===== config.mk =====
export PLATFORM = sky130hd
export DESIGN_NAME = t1ck_top
export DESIGN_NICKNAME = d
export VERILOG_FILES = /design/src/hw/t1ck_pkg.sv /design/src/hw/t1ck_pre_if.sv /design/src/hw/t1ck_prescaler.sv /design/src/hw/t1ck_sync.sv /design/src/hw/t1ck_top.sv
export SDC_FILE = /design/constraint.sdc
export NUM_CORES = 1
export LEC_CHECK = 0
export BUFFER_PORTS_ARGS = -buffer_cell sky130_fd_sc_hd__buf_2
export CORE_MARGIN = 2
export CORE_UTILIZATION = 47
export DETAILED_ROUTE_END_ITERATION = 6
export PLACE_DENSITY = 0.8
export SLEW_MARGIN = 30
export SYNTH_ARGS = -nofsm -noshare
export SYNTH_HDL_FRONTEND = slang
export SYNTH_SLANG_ARGS = --single-unit

===== constraint.sdc =====
create_clock -name mclk_i -period 2.5 [get_ports mclk_i]
set_input_delay 0 -clock mclk_i [delete_from_list [all_inputs] [get_ports mclk_i]]
set_output_delay 0 -clock mclk_i [all_outputs]
set_load 0.05 [all_outputs]

===== src/hw/t1ck_pkg.sv =====
// Purpose: Constants for the timer 1 clock source and prescaler
// Assumes: 32-bit classic Wishbone, one register per aligned word
// Notes:   Only byte lane 0 carries register data
package t1ck_pkg;
    // Register byte addresses
    localparam logic [7:0] ADR_PLL_CSR       = 8'h00;
    localparam logic [7:0] ADR_TIMER_B_CTRL  = 8'h04;
    // pll_control_and_status fields
    localparam int         BIT_LOW_SPEED     = 7;
    localparam int         BIT_ASYNC_SEL     = 2;
    localparam int         BIT_PHASE_START   = 1;
    localparam int         BIT_LOCK_FLAG     = 0;
    // timer_b_control fields
    localparam int         BIT_RES_B7        = 7;
    localparam int         BIT_RESTART       = 6;
    localparam int         POS_DEAD_PRE      = 4;
    localparam int         POS_DIV_SEL       = 0;
    localparam int         DIV_SEL_W         = 4;
    // Widest divide is 2**14 = 16384
    localparam int         PRE_CNT_W         = 14;
    // Clock source fuse value that selects the PLL
    localparam logic [3:0] FUSE_PLL_MODE     = 4'h1;
    // Reset values
    localparam logic [7:0] RST_PLL_CSR       = 8'h00;
    localparam logic [7:0] RST_TIMER_B_CTRL  = 8'h00;
    localparam logic [3:0] DIV_STOPPED       = 4'h0;
endpackage


===== src/hw/t1ck_pre_if.sv =====
// Purpose: Carries base tick, restart and divide select to the prescaler
// Assumes: Single clock domain
// Notes:   tick is registered inside the prescaler
`timescale 1ns/1ps
`default_nettype none
interface t1ck_pre_if;
    logic       base_tick;
    logic       restart;
    logic [3:0] div_sel;
    logic       tick;
    modport ctrl (output base_tick, output restart, output div_sel,
                  input tick);
    modport pre  (input base_tick, input restart, input div_sel,
                  output tick);
endinterface
`default_nettype wire


===== src/hw/t1ck_prescaler.sv =====
// Purpose: Power-of-two prescaler with stop setting and restart
// Assumes: base_tick marks one period of the chosen time base
// Notes:   Counter free-runs; taps select divide of 2**(sel-1)
`timescale 1ns/1ps
`default_nettype none
module t1ck_prescaler
    import t1ck_pkg::*;
#(
    parameter int CNT_W = PRE_CNT_W
) (
    // Clock and reset
    input  wire logic mclk_i,
    input  wire logic sys_rst_i,
    // Control
    t1ck_pre_if.pre   pre
);
    typedef struct packed {
        logic [CNT_W-1:0] cnt;
        logic             tick;
    } t1ck_pre_t;

    t1ck_pre_t        st;
    t1ck_pre_t        next_st;
    logic [CNT_W-1:0] mask;

    always_comb begin
        next_st = st;
        mask    = '0;
        // sel 1 gives the undivided base, sel 15 divides by 16384
        if (pre.div_sel != DIV_STOPPED) begin
            mask = CNT_W'((CNT_W+1)'(1) << (pre.div_sel - 4'h1)) - 1'b1;
        end
        next_st.tick = 1'b0;
        if (pre.restart) begin
            next_st.cnt = '0;
        end else if (pre.base_tick) begin
            next_st.cnt = st.cnt + 1'b1;
            // All zeros stops the timer
            next_st.tick = (pre.div_sel != DIV_STOPPED) &&
                           ((st.cnt & mask) == mask);
        end
    end

    always_ff @(posedge mclk_i) begin
        if (sys_rst_i) begin
            st <= '0;
        end else begin
            st <= next_st;
        end
    end

    assign pre.tick = st.tick;
endmodule
`default_nettype wire


===== src/hw/t1ck_sync.sv =====
// Purpose: Two flip-flop level synchroniser
// Assumes: Input is a slowly changing level
// Notes:   First stage is read by the second stage only
`timescale 1ns/1ps
`default_nettype none
module t1ck_sync (
    // Clock and reset
    input  wire logic mclk_i,
    input  wire logic sys_rst_i,
    // Level
    input  wire logic async_i,
    output logic      sync_o
);
    typedef struct packed {
        logic meta;
        logic stable;
    } t1ck_sync_t;

    t1ck_sync_t st;
    t1ck_sync_t next_st;

    always_comb begin
        next_st.meta   = async_i;
        next_st.stable = st.meta;
    end

    always_ff @(posedge mclk_i) begin
        if (sys_rst_i) begin
            st <= '0;
        end else begin
            st <= next_st;
        end
    end

    assign sync_o = st.stable;
endmodule
`default_nettype wire


===== src/hw/t1ck_top.sv =====
// Purpose: Timer 1 clock source select, PLL control and prescaler
// Assumes: fast_tick_i is a one-cycle pulse per fast peripheral clock
//          period, already retimed to mclk_i
// Notes:   Registers sit behind a classic Wishbone slave
//
// Local design decisions: register access over Wishbone and the register offsets.
`timescale 1ns/1ps
`default_nettype none
module t1ck_top
    import t1ck_pkg::*;
(
    // Clock and reset
    input  wire logic        mclk_i,
    input  wire logic        sys_rst_i,
    // Wishbone slave
    input  wire logic        wb_cyc_i,
    input  wire logic        wb_stb_i,
    input  wire logic        wb_we_i,
    input  wire logic [7:0]  wb_adr_i,
    input  wire logic [3:0]  wb_sel_i,
    input  wire logic [31:0] wb_dat_i,
    output logic      [31:0] wb_dat_o,
    output logic             wb_ack_o,
    // Clocking environment
    input  wire logic [3:0]  clock_source_fuse_i,
    input  wire logic        pll_is_sysclk_i,
    input  wire logic        pll_locked_i,
    input  wire logic        fast_tick_i,
    // PLL and timer controls
    output logic             pll_start_o,
    output logic             rc_osc_start_o,
    output logic             low_speed_o,
    output logic             async_mode_o,
    output logic             timer_tick_o
);
    typedef struct packed {
        logic       ack;
        logic [7:0] rdata;
        logic       low_speed;
        logic       async_sel;
        logic       phase_start;
        logic       res_b7;
        logic [1:0] dead_pre;
        logic [3:0] div_sel;
        logic       restart;
        logic       src_now;
        logic       half_tog;
        logic       base_tick;
        logic       pll_start;
        logic       rc_start;
    } t1ck_state_t;

    t1ck_state_t st;
    t1ck_state_t next_st;
    logic        lock_sync;
    logic        pll_enabled;
    logic        enable_rd;
    logic        access;
    logic        wr_lane0;
    logic [7:0]  wd;

    t1ck_pre_if pre_bus ();

    t1ck_sync u_lock_sync (
        .mclk_i    (mclk_i),
        .sys_rst_i (sys_rst_i),
        .async_i   (pll_locked_i),
        .sync_o    (lock_sync)
    );

    t1ck_prescaler #(
        .CNT_W (PRE_CNT_W)
    ) u_prescaler (
        .mclk_i    (mclk_i),
        .sys_rst_i (sys_rst_i),
        .pre       (pre_bus.pre)
    );

    always_comb begin
        enable_rd   = st.phase_start | pll_is_sysclk_i;
        pll_enabled = enable_rd |
                      (clock_source_fuse_i == FUSE_PLL_MODE);
        access      = wb_cyc_i & wb_stb_i & ~st.ack;
        wr_lane0    = access & wb_we_i & wb_sel_i[0];
        wd          = wb_dat_i[7:0];
    end

    always_comb begin
        next_st         = st;
        next_st.ack     = access;
        next_st.restart = 1'b0;

        if (wr_lane0 && wb_adr_i == ADR_PLL_CSR) begin
            // Cannot be raised while the PLL feeds the core
            if (!wd[BIT_LOW_SPEED] || !pll_is_sysclk_i) begin
                next_st.low_speed = wd[BIT_LOW_SPEED];
            end
            // Async mode needs an enabled PLL
            if (!wd[BIT_ASYNC_SEL] || pll_enabled) begin
                next_st.async_sel = wd[BIT_ASYNC_SEL];
            end
            next_st.phase_start = wd[BIT_PHASE_START];
            // Lock flag bit of the write is dropped
        end

        if (wr_lane0 && wb_adr_i == ADR_TIMER_B_CTRL) begin
            next_st.res_b7   = wd[BIT_RES_B7];
            next_st.dead_pre = wd[POS_DEAD_PRE +: 2];
            next_st.div_sel  = wd[POS_DIV_SEL +: DIV_SEL_W];
            // Only a one acts; a zero leaves nothing behind
            next_st.restart  = wd[BIT_RESTART];
        end

        next_st.rdata = 8'h00;
        if (access && !wb_we_i) begin
            case (wb_adr_i)
                ADR_PLL_CSR: begin
                    // Bits 6:3 stay zero
                    next_st.rdata[BIT_LOW_SPEED]   = st.low_speed;
                    next_st.rdata[BIT_ASYNC_SEL]   = st.async_sel;
                    next_st.rdata[BIT_PHASE_START] = enable_rd;
                    next_st.rdata[BIT_LOCK_FLAG]   = lock_sync;
                end
                ADR_TIMER_B_CTRL: begin
                    next_st.rdata[BIT_RES_B7]              = st.res_b7;
                    next_st.rdata[POS_DEAD_PRE +: 2]       = st.dead_pre;
                    next_st.rdata[POS_DIV_SEL +: DIV_SEL_W] = st.div_sel;
                end
                default: begin
                    next_st.rdata = 8'h00;
                end
            endcase
        end

        // Source switch retimed; prescaler flushed on it
        next_st.src_now = st.async_sel;
        if (st.src_now != st.async_sel) begin
            next_st.restart = 1'b1;
        end

        // Low speed passes every other fast pulse
        if (fast_tick_i) begin
            next_st.half_tog = ~st.half_tog;
        end
        if (st.src_now) begin
            next_st.base_tick = fast_tick_i &
                                (~st.low_speed | st.half_tog);
        end else begin
            next_st.base_tick = 1'b1;
        end

        // PLL start also wakes its RC reference
        next_st.pll_start = pll_enabled;
        next_st.rc_start  = pll_enabled;
    end

    always_ff @(posedge mclk_i) begin
        if (sys_rst_i) begin
            st          <= '0;
            st.div_sel  <= DIV_STOPPED;
        end else begin
            st <= next_st;
        end
    end

    assign pre_bus.base_tick = st.base_tick;
    assign pre_bus.restart   = st.restart;
    assign pre_bus.div_sel   = st.div_sel;

    assign wb_dat_o       = {24'h000000, st.rdata};
    assign wb_ack_o       = st.ack;
    assign pll_start_o    = st.pll_start;
    assign rc_osc_start_o = st.rc_start;
    assign low_speed_o    = st.low_speed;
    assign async_mode_o   = st.src_now;
    assign timer_tick_o   = pre_bus.tick;
endmodule
`default_nettype wire


==> results.json, run 1 <==
{
  "status": "complete, no violations",
  "crit_fanout": 14,
  "synth_flop_cell": "dfxtp_1",
  "synth_area_um2": 2110,
  "crit_end": "u_prescaler.pre.tick$_SDFF_PP0_",
  "highest_layer": "met4",
  "drt_iter0_markers": 101,
  "clk_pin_slew_ns": 0.08,
  "ir_worst_vdd_mv": 0.499,
  "route.detailed.drc": 0,
  "numCtsBuffers": 5,
  "crit_path_start_kind": "flop",
  "dr.pass1.iters": 4,
  "die_y_um": 71.0,
  "wl_per_cell_um": 12.3,
  "mostFrequentLayoutCells": "buf_2 (41), dfxtp_1 (40), nor2_1 (31), conb_1 (25), nand2_1 (14)",
  "grt_pass1_vias": 1498,
  "finalHoldViolCount": 0,
  "synth-edff-count": 0,
  "cp_num_buf_inv": 1,
  "maxSlewViolCount": 0,
  "design_area_um2": 2360,
  "grt_usage": 0.175,
  "crit_chain": "nor2_1 > nand3b_1 > ha_1 > inv_1 > and4_1 > a21oi_1 > o32ai_1 > nor3_1",
  "dp_hpwl_mm": 2.80,
  "clock_skew_ns": 0.00801,
  "nNetsFinal": 341,
  "reg2reg_depth": 8,
  "cts_setup_buffers": 0,
  "tightest_slew_ns": 0.566,
  "io_pins": 94,
  "routed-wl-met2_mm": 2.02,
  "r2r_slack_ns": 0.50,
  "grt_pass1_wl_mm": 6.86,
  "cts_buffer_depth": 2,
  "tns_ns": 0,
  "startpoint": "pre_bus.div_sel[2]$_SDFFE_PP0P_",
  "htreeDepth": 2,
  "ys_seq_elements": 40,
  "post_drt_via_cell_ratio": 5.12,
  "placed_area_um2": 2170,
  "dieArea_um2": 5030,
  "fin_crit_sh": 0.798,
  "power.density_nw_per_um2": 521,
  "critPathMaxStageDelay_ns": 0.45,
  "min_path_type": "input port to flop",
  "antenna_left": 0,
  "async_flop_share": 0,
  "worstSkewPairLatency_ns": 0.29,
  "cap_viol_max_count": 0,
  "n_fill_cell": 392,
  "power_leakage_nw": 0.990,
  "cts_sinks": 40,
  "antenna_cells": 0,
  "crit_slowest_cell": "dfxtp_1",
  "start_util": 0.487,
  "worst-setup-path-type": "flop to flop",
  "cpLargestDelayFamily": "simple AND/OR/NAND/NOR gates",
  "dieWidth_um": 71.0,
  "final_common_cell": "buf_2",
  "grt_max_degree": 21,
  "avgSynthCellArea_um2": 8.60,
  "gp_congestion": 0.919,
  "relSlewSlack": 0.619,
  "finalWirelength_mm": 4.14,
  "yosysSeqAreaShare": 0.380,
  "grt_overflow": 0,
  "port_buffers": 41,
  "crit_arrival_ns": 2.17,
  "r2r-end": "u_prescaler.pre.tick$_SDFF_PP0_",
  "core_area_um2": 4320,
  "synth_cells": 245,
  "required_ns": 2.68,
  "min_period_ns": 2.00,
  "wl_met3_um": 259,
  "worst-path-stages": 8,
  "setup_viol": 0,
  "end_kind": "flop",
  "rsz0062_at_grt": "false",
  "vias": 1714,
  "ys_warn_count": 0,
  "rows": 24,
  "timing.fmax_mhz": 501,
  "yosysUniqueCellTypes": 46,
  "drive_gt1_frac": 0.194,
  "reg2reg_from": "pre_bus.div_sel[2]$_SDFFE_PP0P_",
  "cts_tree": "built",
  "antenna_found_initial": 0,
  "cts-root-buf": "clkbuf_8",
  "area_growth_pct": 12.2,
  "drt-met1-wl_mm": 1.77
}
power breakdown:
group          switching, W  internal [W]
clock              0.000218      0.000189
sequential       0.00000904      0.000646
combinational      0.000126     0.0000441
what timing repair did:
action                                  in CTS  in global routing
endpoints found under the setup margin       0                  0
hold endpoints to repair                    13                  0
hold buffers                                11                  0
resized for setup                            0                  0
cell usage after synthesis, types with 2 or more instances:
library cell  instances  area, µm²
nor2_1               31        116
dfxtp_1              40        801
and4_1                2       17.5
nand3_1               7       35.0
xor2_1                8       70.1
nor3_1                7       35.0
clkbuf_1             11       41.3
ha_1                  2       25.0
nand4_1               5       31.3
a21oi_1               9       45.0
a2bb2oi_1             2       17.5
and2_1                4       25.0
o211ai_1              2       15.0
o21ai_0              11       55.1
a31oi_1               2       12.5
xnor2_1               4       35.0
nor2b_1               5       31.3
nand2_1              14       52.6
mux2i_1              10        100
buf_4                33        248
inv_1                 5       18.8
nand3b_1              2       15.0
or3_1                 3       18.8
a22o_1                4       35.0
area by class of cell:
class | count | area, µm² | share of cell area
Clock inverter | 2 | 12.5 | 0.00529
Inverter | 5 | 18.8 | 0.00794
Multi-Input combinational cell | 179 | 1080 | 0.458
Sequential cell | 40 | 801 | 0.339
Timing Repair Buffer | 52 | 315 | 0.133
Tap cell | 52 | 65.1 | 0.0275
Clock buffer | 5 | 68.8 | 0.0291
per-stage QoR:
stage,hold WS (ns),total power (W),std cells,worst slack (ns),utilization
global placement,0.209,0.000823,317,0.576,0.503
CTS,0.00646,0.00124,335,0.531,0.547
detailed placement,0.212,0.000825,317,0.538,0.503
floorplan,0.120,0.000822,269,0.655,-
global route,0.0333,0.00128,335,0.315,0.547
finish,0.0246,0.00123,335,0.504,0.547
logic make-up after synthesis:
| family | share of synthesized area |
|---|---|
| DFF | 0.380 |
| muxes | 0.0475 |
| adders and majority gates | 0.0119 |
| other | 0.00178 |
| buffers and inverters | 0.148 |
| AOI/OAI and AO/OA | 0.112 |
| xor gates and xnor gates | 0.0499 |
| and+or+nand+nor | 0.248 |
tightest hold or removal path, stage by stage:
cell and delay [ns]:
buf_2 0.09, nand3b_1 0.12, nor2_1 0.05
sequential cells by signal (all words and copies together), names as in the netlist, 4 cells and up:
register         count
u_prescaler.st      14
wb_dat_o             7
pre_bus.div_sel      4
st                   5
metal layers:
layer / global-route usage / vias up
met5: 0 / -
met2: 0.283 / 68
met4: 0.0860 / 0
met3: 0.0427 / 8
li1: - / 854
met1: 0.217 / 784
how the worst min path moves through the flow:
stage | cells past startpoint | start | end | slack, ns
finish | 3 | wb_stb_i | wb_ack_o$_SDFF_PP0_ | 0.02
detailed placement | 2 | pll_locked_i | u_lock_sync.next_st[0]$_SDFF_PP0_ | 0.21
global route | 3 | wb_stb_i | wb_ack_o$_SDFF_PP0_ | 0.03
floorplan | 2 | wb_dat_i[2] | next_st[4]$_SDFFE_PP0P_ | 0.12
CTS | 3 | wb_stb_i | wb_ack_o$_SDFF_PP0_ | 0.006
global placement | 2 | pll_locked_i | u_lock_sync.next_st[0]$_SDFF_PP0_ | 0.21
Note: power is estimated with default switching activity, not from simulation.
==> run 2: changes to the inputs <==
--- a/config.mk
+++ b/config.mk
@@ -5,11 +5,12 @@
 export SDC_FILE = /design/constraint.sdc
 export NUM_CORES = 1
 export LEC_CHECK = 0
+export ABC_AREA = 1
 export BUFFER_PORTS_ARGS = -buffer_cell sky130_fd_sc_hd__buf_2
 export CORE_MARGIN = 2
-export CORE_UTILIZATION = 47
+export CORE_UTILIZATION = 43
 export DETAILED_ROUTE_END_ITERATION = 6
-export PLACE_DENSITY = 0.8
+export PLACE_DENSITY = 0.76
 export SLEW_MARGIN = 30
 export SYNTH_ARGS = -nofsm -noshare
 export SYNTH_HDL_FRONTEND = slang
==> constraint.sdc (replaced) <==
create_clock -name mclk_i -period 1.8 [get_ports mclk_i]
set_input_delay 0 -clock mclk_i [delete_from_list [all_inputs] [get_ports mclk_i]]
set_output_delay 0 -clock mclk_i [all_outputs]
set_load 0.05 [all_outputs]
==> run 2 against run 1 <==
Compared with the run above: flip-flop and latch count unchanged; clock skew down 0.00064 ns; critical endpoint unchanged; wire length up 8.5%.
==> results.json, run 2 <==
{
  "hold_path.startpoint": "wb_stb_i",
  "worst-setup-path-type": "flop to flop",
  "vias": 2004,
  "dp_hpwl_mm": 3.41,
  "area_growth_pct": 15.0,
  "power.density_nw_per_um2": 676,
  "die_y_um": 76.7,
  "cts_buffer_depth": 2,
  "reg2reg_from": "pre_bus.div_sel[1]$_SDFFE_PP0P_",
  "dieArea_um2": 5880,
  "nNetsFinal": 427,
  "regMostFlops": "u_prescaler.st",
  "synth_flop_cell": "dfxtp_1",
  "yosys-top-cells-area": "dfxtp_1 (35%), buf_4 (11%), nand2_1 (9.4%)",
  "startpoint": "pre_bus.div_sel[1]$_SDFFE_PP0P_",
  "ys_warn_count": 0,
  "mostFrequentLayoutCells": "nand2_1 (57), nor2_1 (41), buf_2 (41), dfxtp_1 (39), inv_1 (34)",
  "yosysUniqueCellTypes": 34,
  "grt_max_degree": 15,
  "required_ns": 2.03,
  "multiInputGateArea_um2": 1140,
  "n_fill_cell": 507,
  "post_drt_via_cell_ratio": 4.55,
  "grt_usage": 0.157,
  "clock_skew_ns": 0.00737,
  "status": "complete, no violations",
  "yosysSeqAreaShare": 0.352,
  "antenna_left": 0,
  "htreeDepth": 2,
  "gp_congestion": 0.861,
  "dieWidth_um": 76.7,
  "synth_top_area_frac": 0.352,
  "clk_pin_slew_ns": 0.08,
  "min_period_ns": 1.65,
  "end_kind": "flop",
  "antenna_found_initial": 0,
  "synth_area_um2": 2270,
  "dr.pass1.iters": 4,
  "grt_pass1_vias": 1802,
  "power_leakage_nw": 1.22,
  "rows": 26,
  "crit_fanout": 6,
  "start_util": 0.445,
  "power_w": 0.00177,
  "tns_ns": 0,
  "synth-edff-count": 0,
  "crit_path_start_kind": "flop",
  "fin_crit_sh": 0.915,
  "cap_viol_max_count": 0,
  "relSlewSlack": 0.671,
  "yosysMostFrequentCell": "nand2_1",
  "tightest_slew_ns": 0.490,
  "io_pins": 94,
  "route.detailed.drc": 0,
  "wl_per_cell_um": 10.2,
  "setup_viol": 0,
  "grt_overflow": 0,
  "maxSlewViolCount": 0,
  "cts-root-buf": "clkbuf_8",
  "async_flop_share": 0,
  "grt_pass1_wl_mm": 7.66,
  "drive_gt1_frac": 0.219,
  "design_area_um2": 2610,
  "placed_area_um2": 2410,
  "antenna_cells": 0,
  "synth_cells": 320,
  "numCtsBuffers": 5,
  "ir_worst_vdd_mv": 0.299,
  "cts_sinks": 40,
  "timing.fmax_mhz": 607,
  "core_area_um2": 5110,
  "ys_seq_elements": 40,
  "ys_top_cells_by_count": "nand2_1 (57), nor2_1 (42), dfxtp_1 (40)",
  "rsz0062_at_grt": "false",
  "min_path_type": "input port to flop",
  "largest_reg_flops": 14,
  "final_common_cell": "nand2_1",
  "drt_iter0_markers": 107,
  "finalHoldViolCount": 0,
  "port_buffers": 41,
  "seq_area_um2": 802,
  "finalWirelength_mm": 4.49,
  "netlist.top_cell.by_area": "dfxtp_1",
  "worstSkewPairLatency_ns": 0.29,
  "avgSynthCellArea_um2": 7.10,
  "cts_tree": "built",
  "crit_arrival_ns": 1.87
}
-- run 2: cell count changes after synthesis, sizes merged, moves of 10 or more --
cell / before / now
clkbuf: 11 / 0
a21oi: 9 / 23
nand2: 14 / 65
mux2i: 10 / 0
nand3: 7 / 24
inv: 5 / 37
nor2: 32 / 48
-- run 2: final cells by class --
type,instances,share of cell area
Tap cell,70,0.0335
Clock buffer,6,0.0316
Sequential cell,40,0.307
Inverter,38,0.0551
Clock inverter,2,0.00575
Timing Repair Buffer,56,0.131
Multi-Input combinational cell,228,0.436
-- run 2: report_power, final --
part / switching, W / internal, W
clock network: 0.000310 / 0.000310
registers: 0.00000783 / 0.000896
logic: 0.000181 / 0.0000596
total: 0.000499 / 0.00127
-- run 2: path summary, 6_finish.rpt --
kind	to	slack, ns	cells after the start
worst max-delay path	u_prescaler.pre.tick$_SDFF_PP0_	0.15	11
worst min-delay path	wb_ack_o$_SDFF_PP0_	0.003	3
worst max register to register	u_prescaler.pre.tick$_SDFF_PP0_	0.15	11
worst min register to register	wb_dat_o[4]$_SDFF_PP0_	0.44	2
-- run 2: repair_timing --
item,4_1_cts,5_1_grt
endpoints found under the setup margin,0,1
hold endpoints to repair,10,0
gates resized for setup,0,2
hold buffers,10,0
setup buffers,0,0
-- run 2: critical path, cell delays in order (launching register included) --
cell	delay, ns
dfxtp_1	0.38
nor2_2	0.17
nand2_1	0.09
ha_1	0.28
o21ai_0	0.06
nor2_1	0.09
nand3_1	0.09
nor2_1	0.09
nand2_1	0.06
nor2_1	0.11
nand3_1	0.09
nor2_1	0.08
-- run 2: metal layers --
metal	wire [µm]	global-route usage
met4	57	0.0509
met3	227	0.0259
met2	2080	0.269
met5	0	0
met1	2120	0.199
-- run 2: cell families after synthesis --
family	share of synthesized area
xor+xnor	0.0154
compound gates	0.101
other cells	0.00165
simple gates	0.332
fa+ha+maj	0.0110
flops	0.352
buf+inv	0.187
-- run 2: per-stage QoR --
stage               setup slack, ns  hold WS [ns]  utilization  instances
floorplan                     0.261         0.107            -        344
global placement             0.0947         0.207        0.472        422
detailed placement           0.0956         0.212        0.472        422
CTS                          0.0756      0.000275        0.511        440
global route                 0.0214      0.000750        0.512        440
finish                        0.153       0.00268        0.512        440
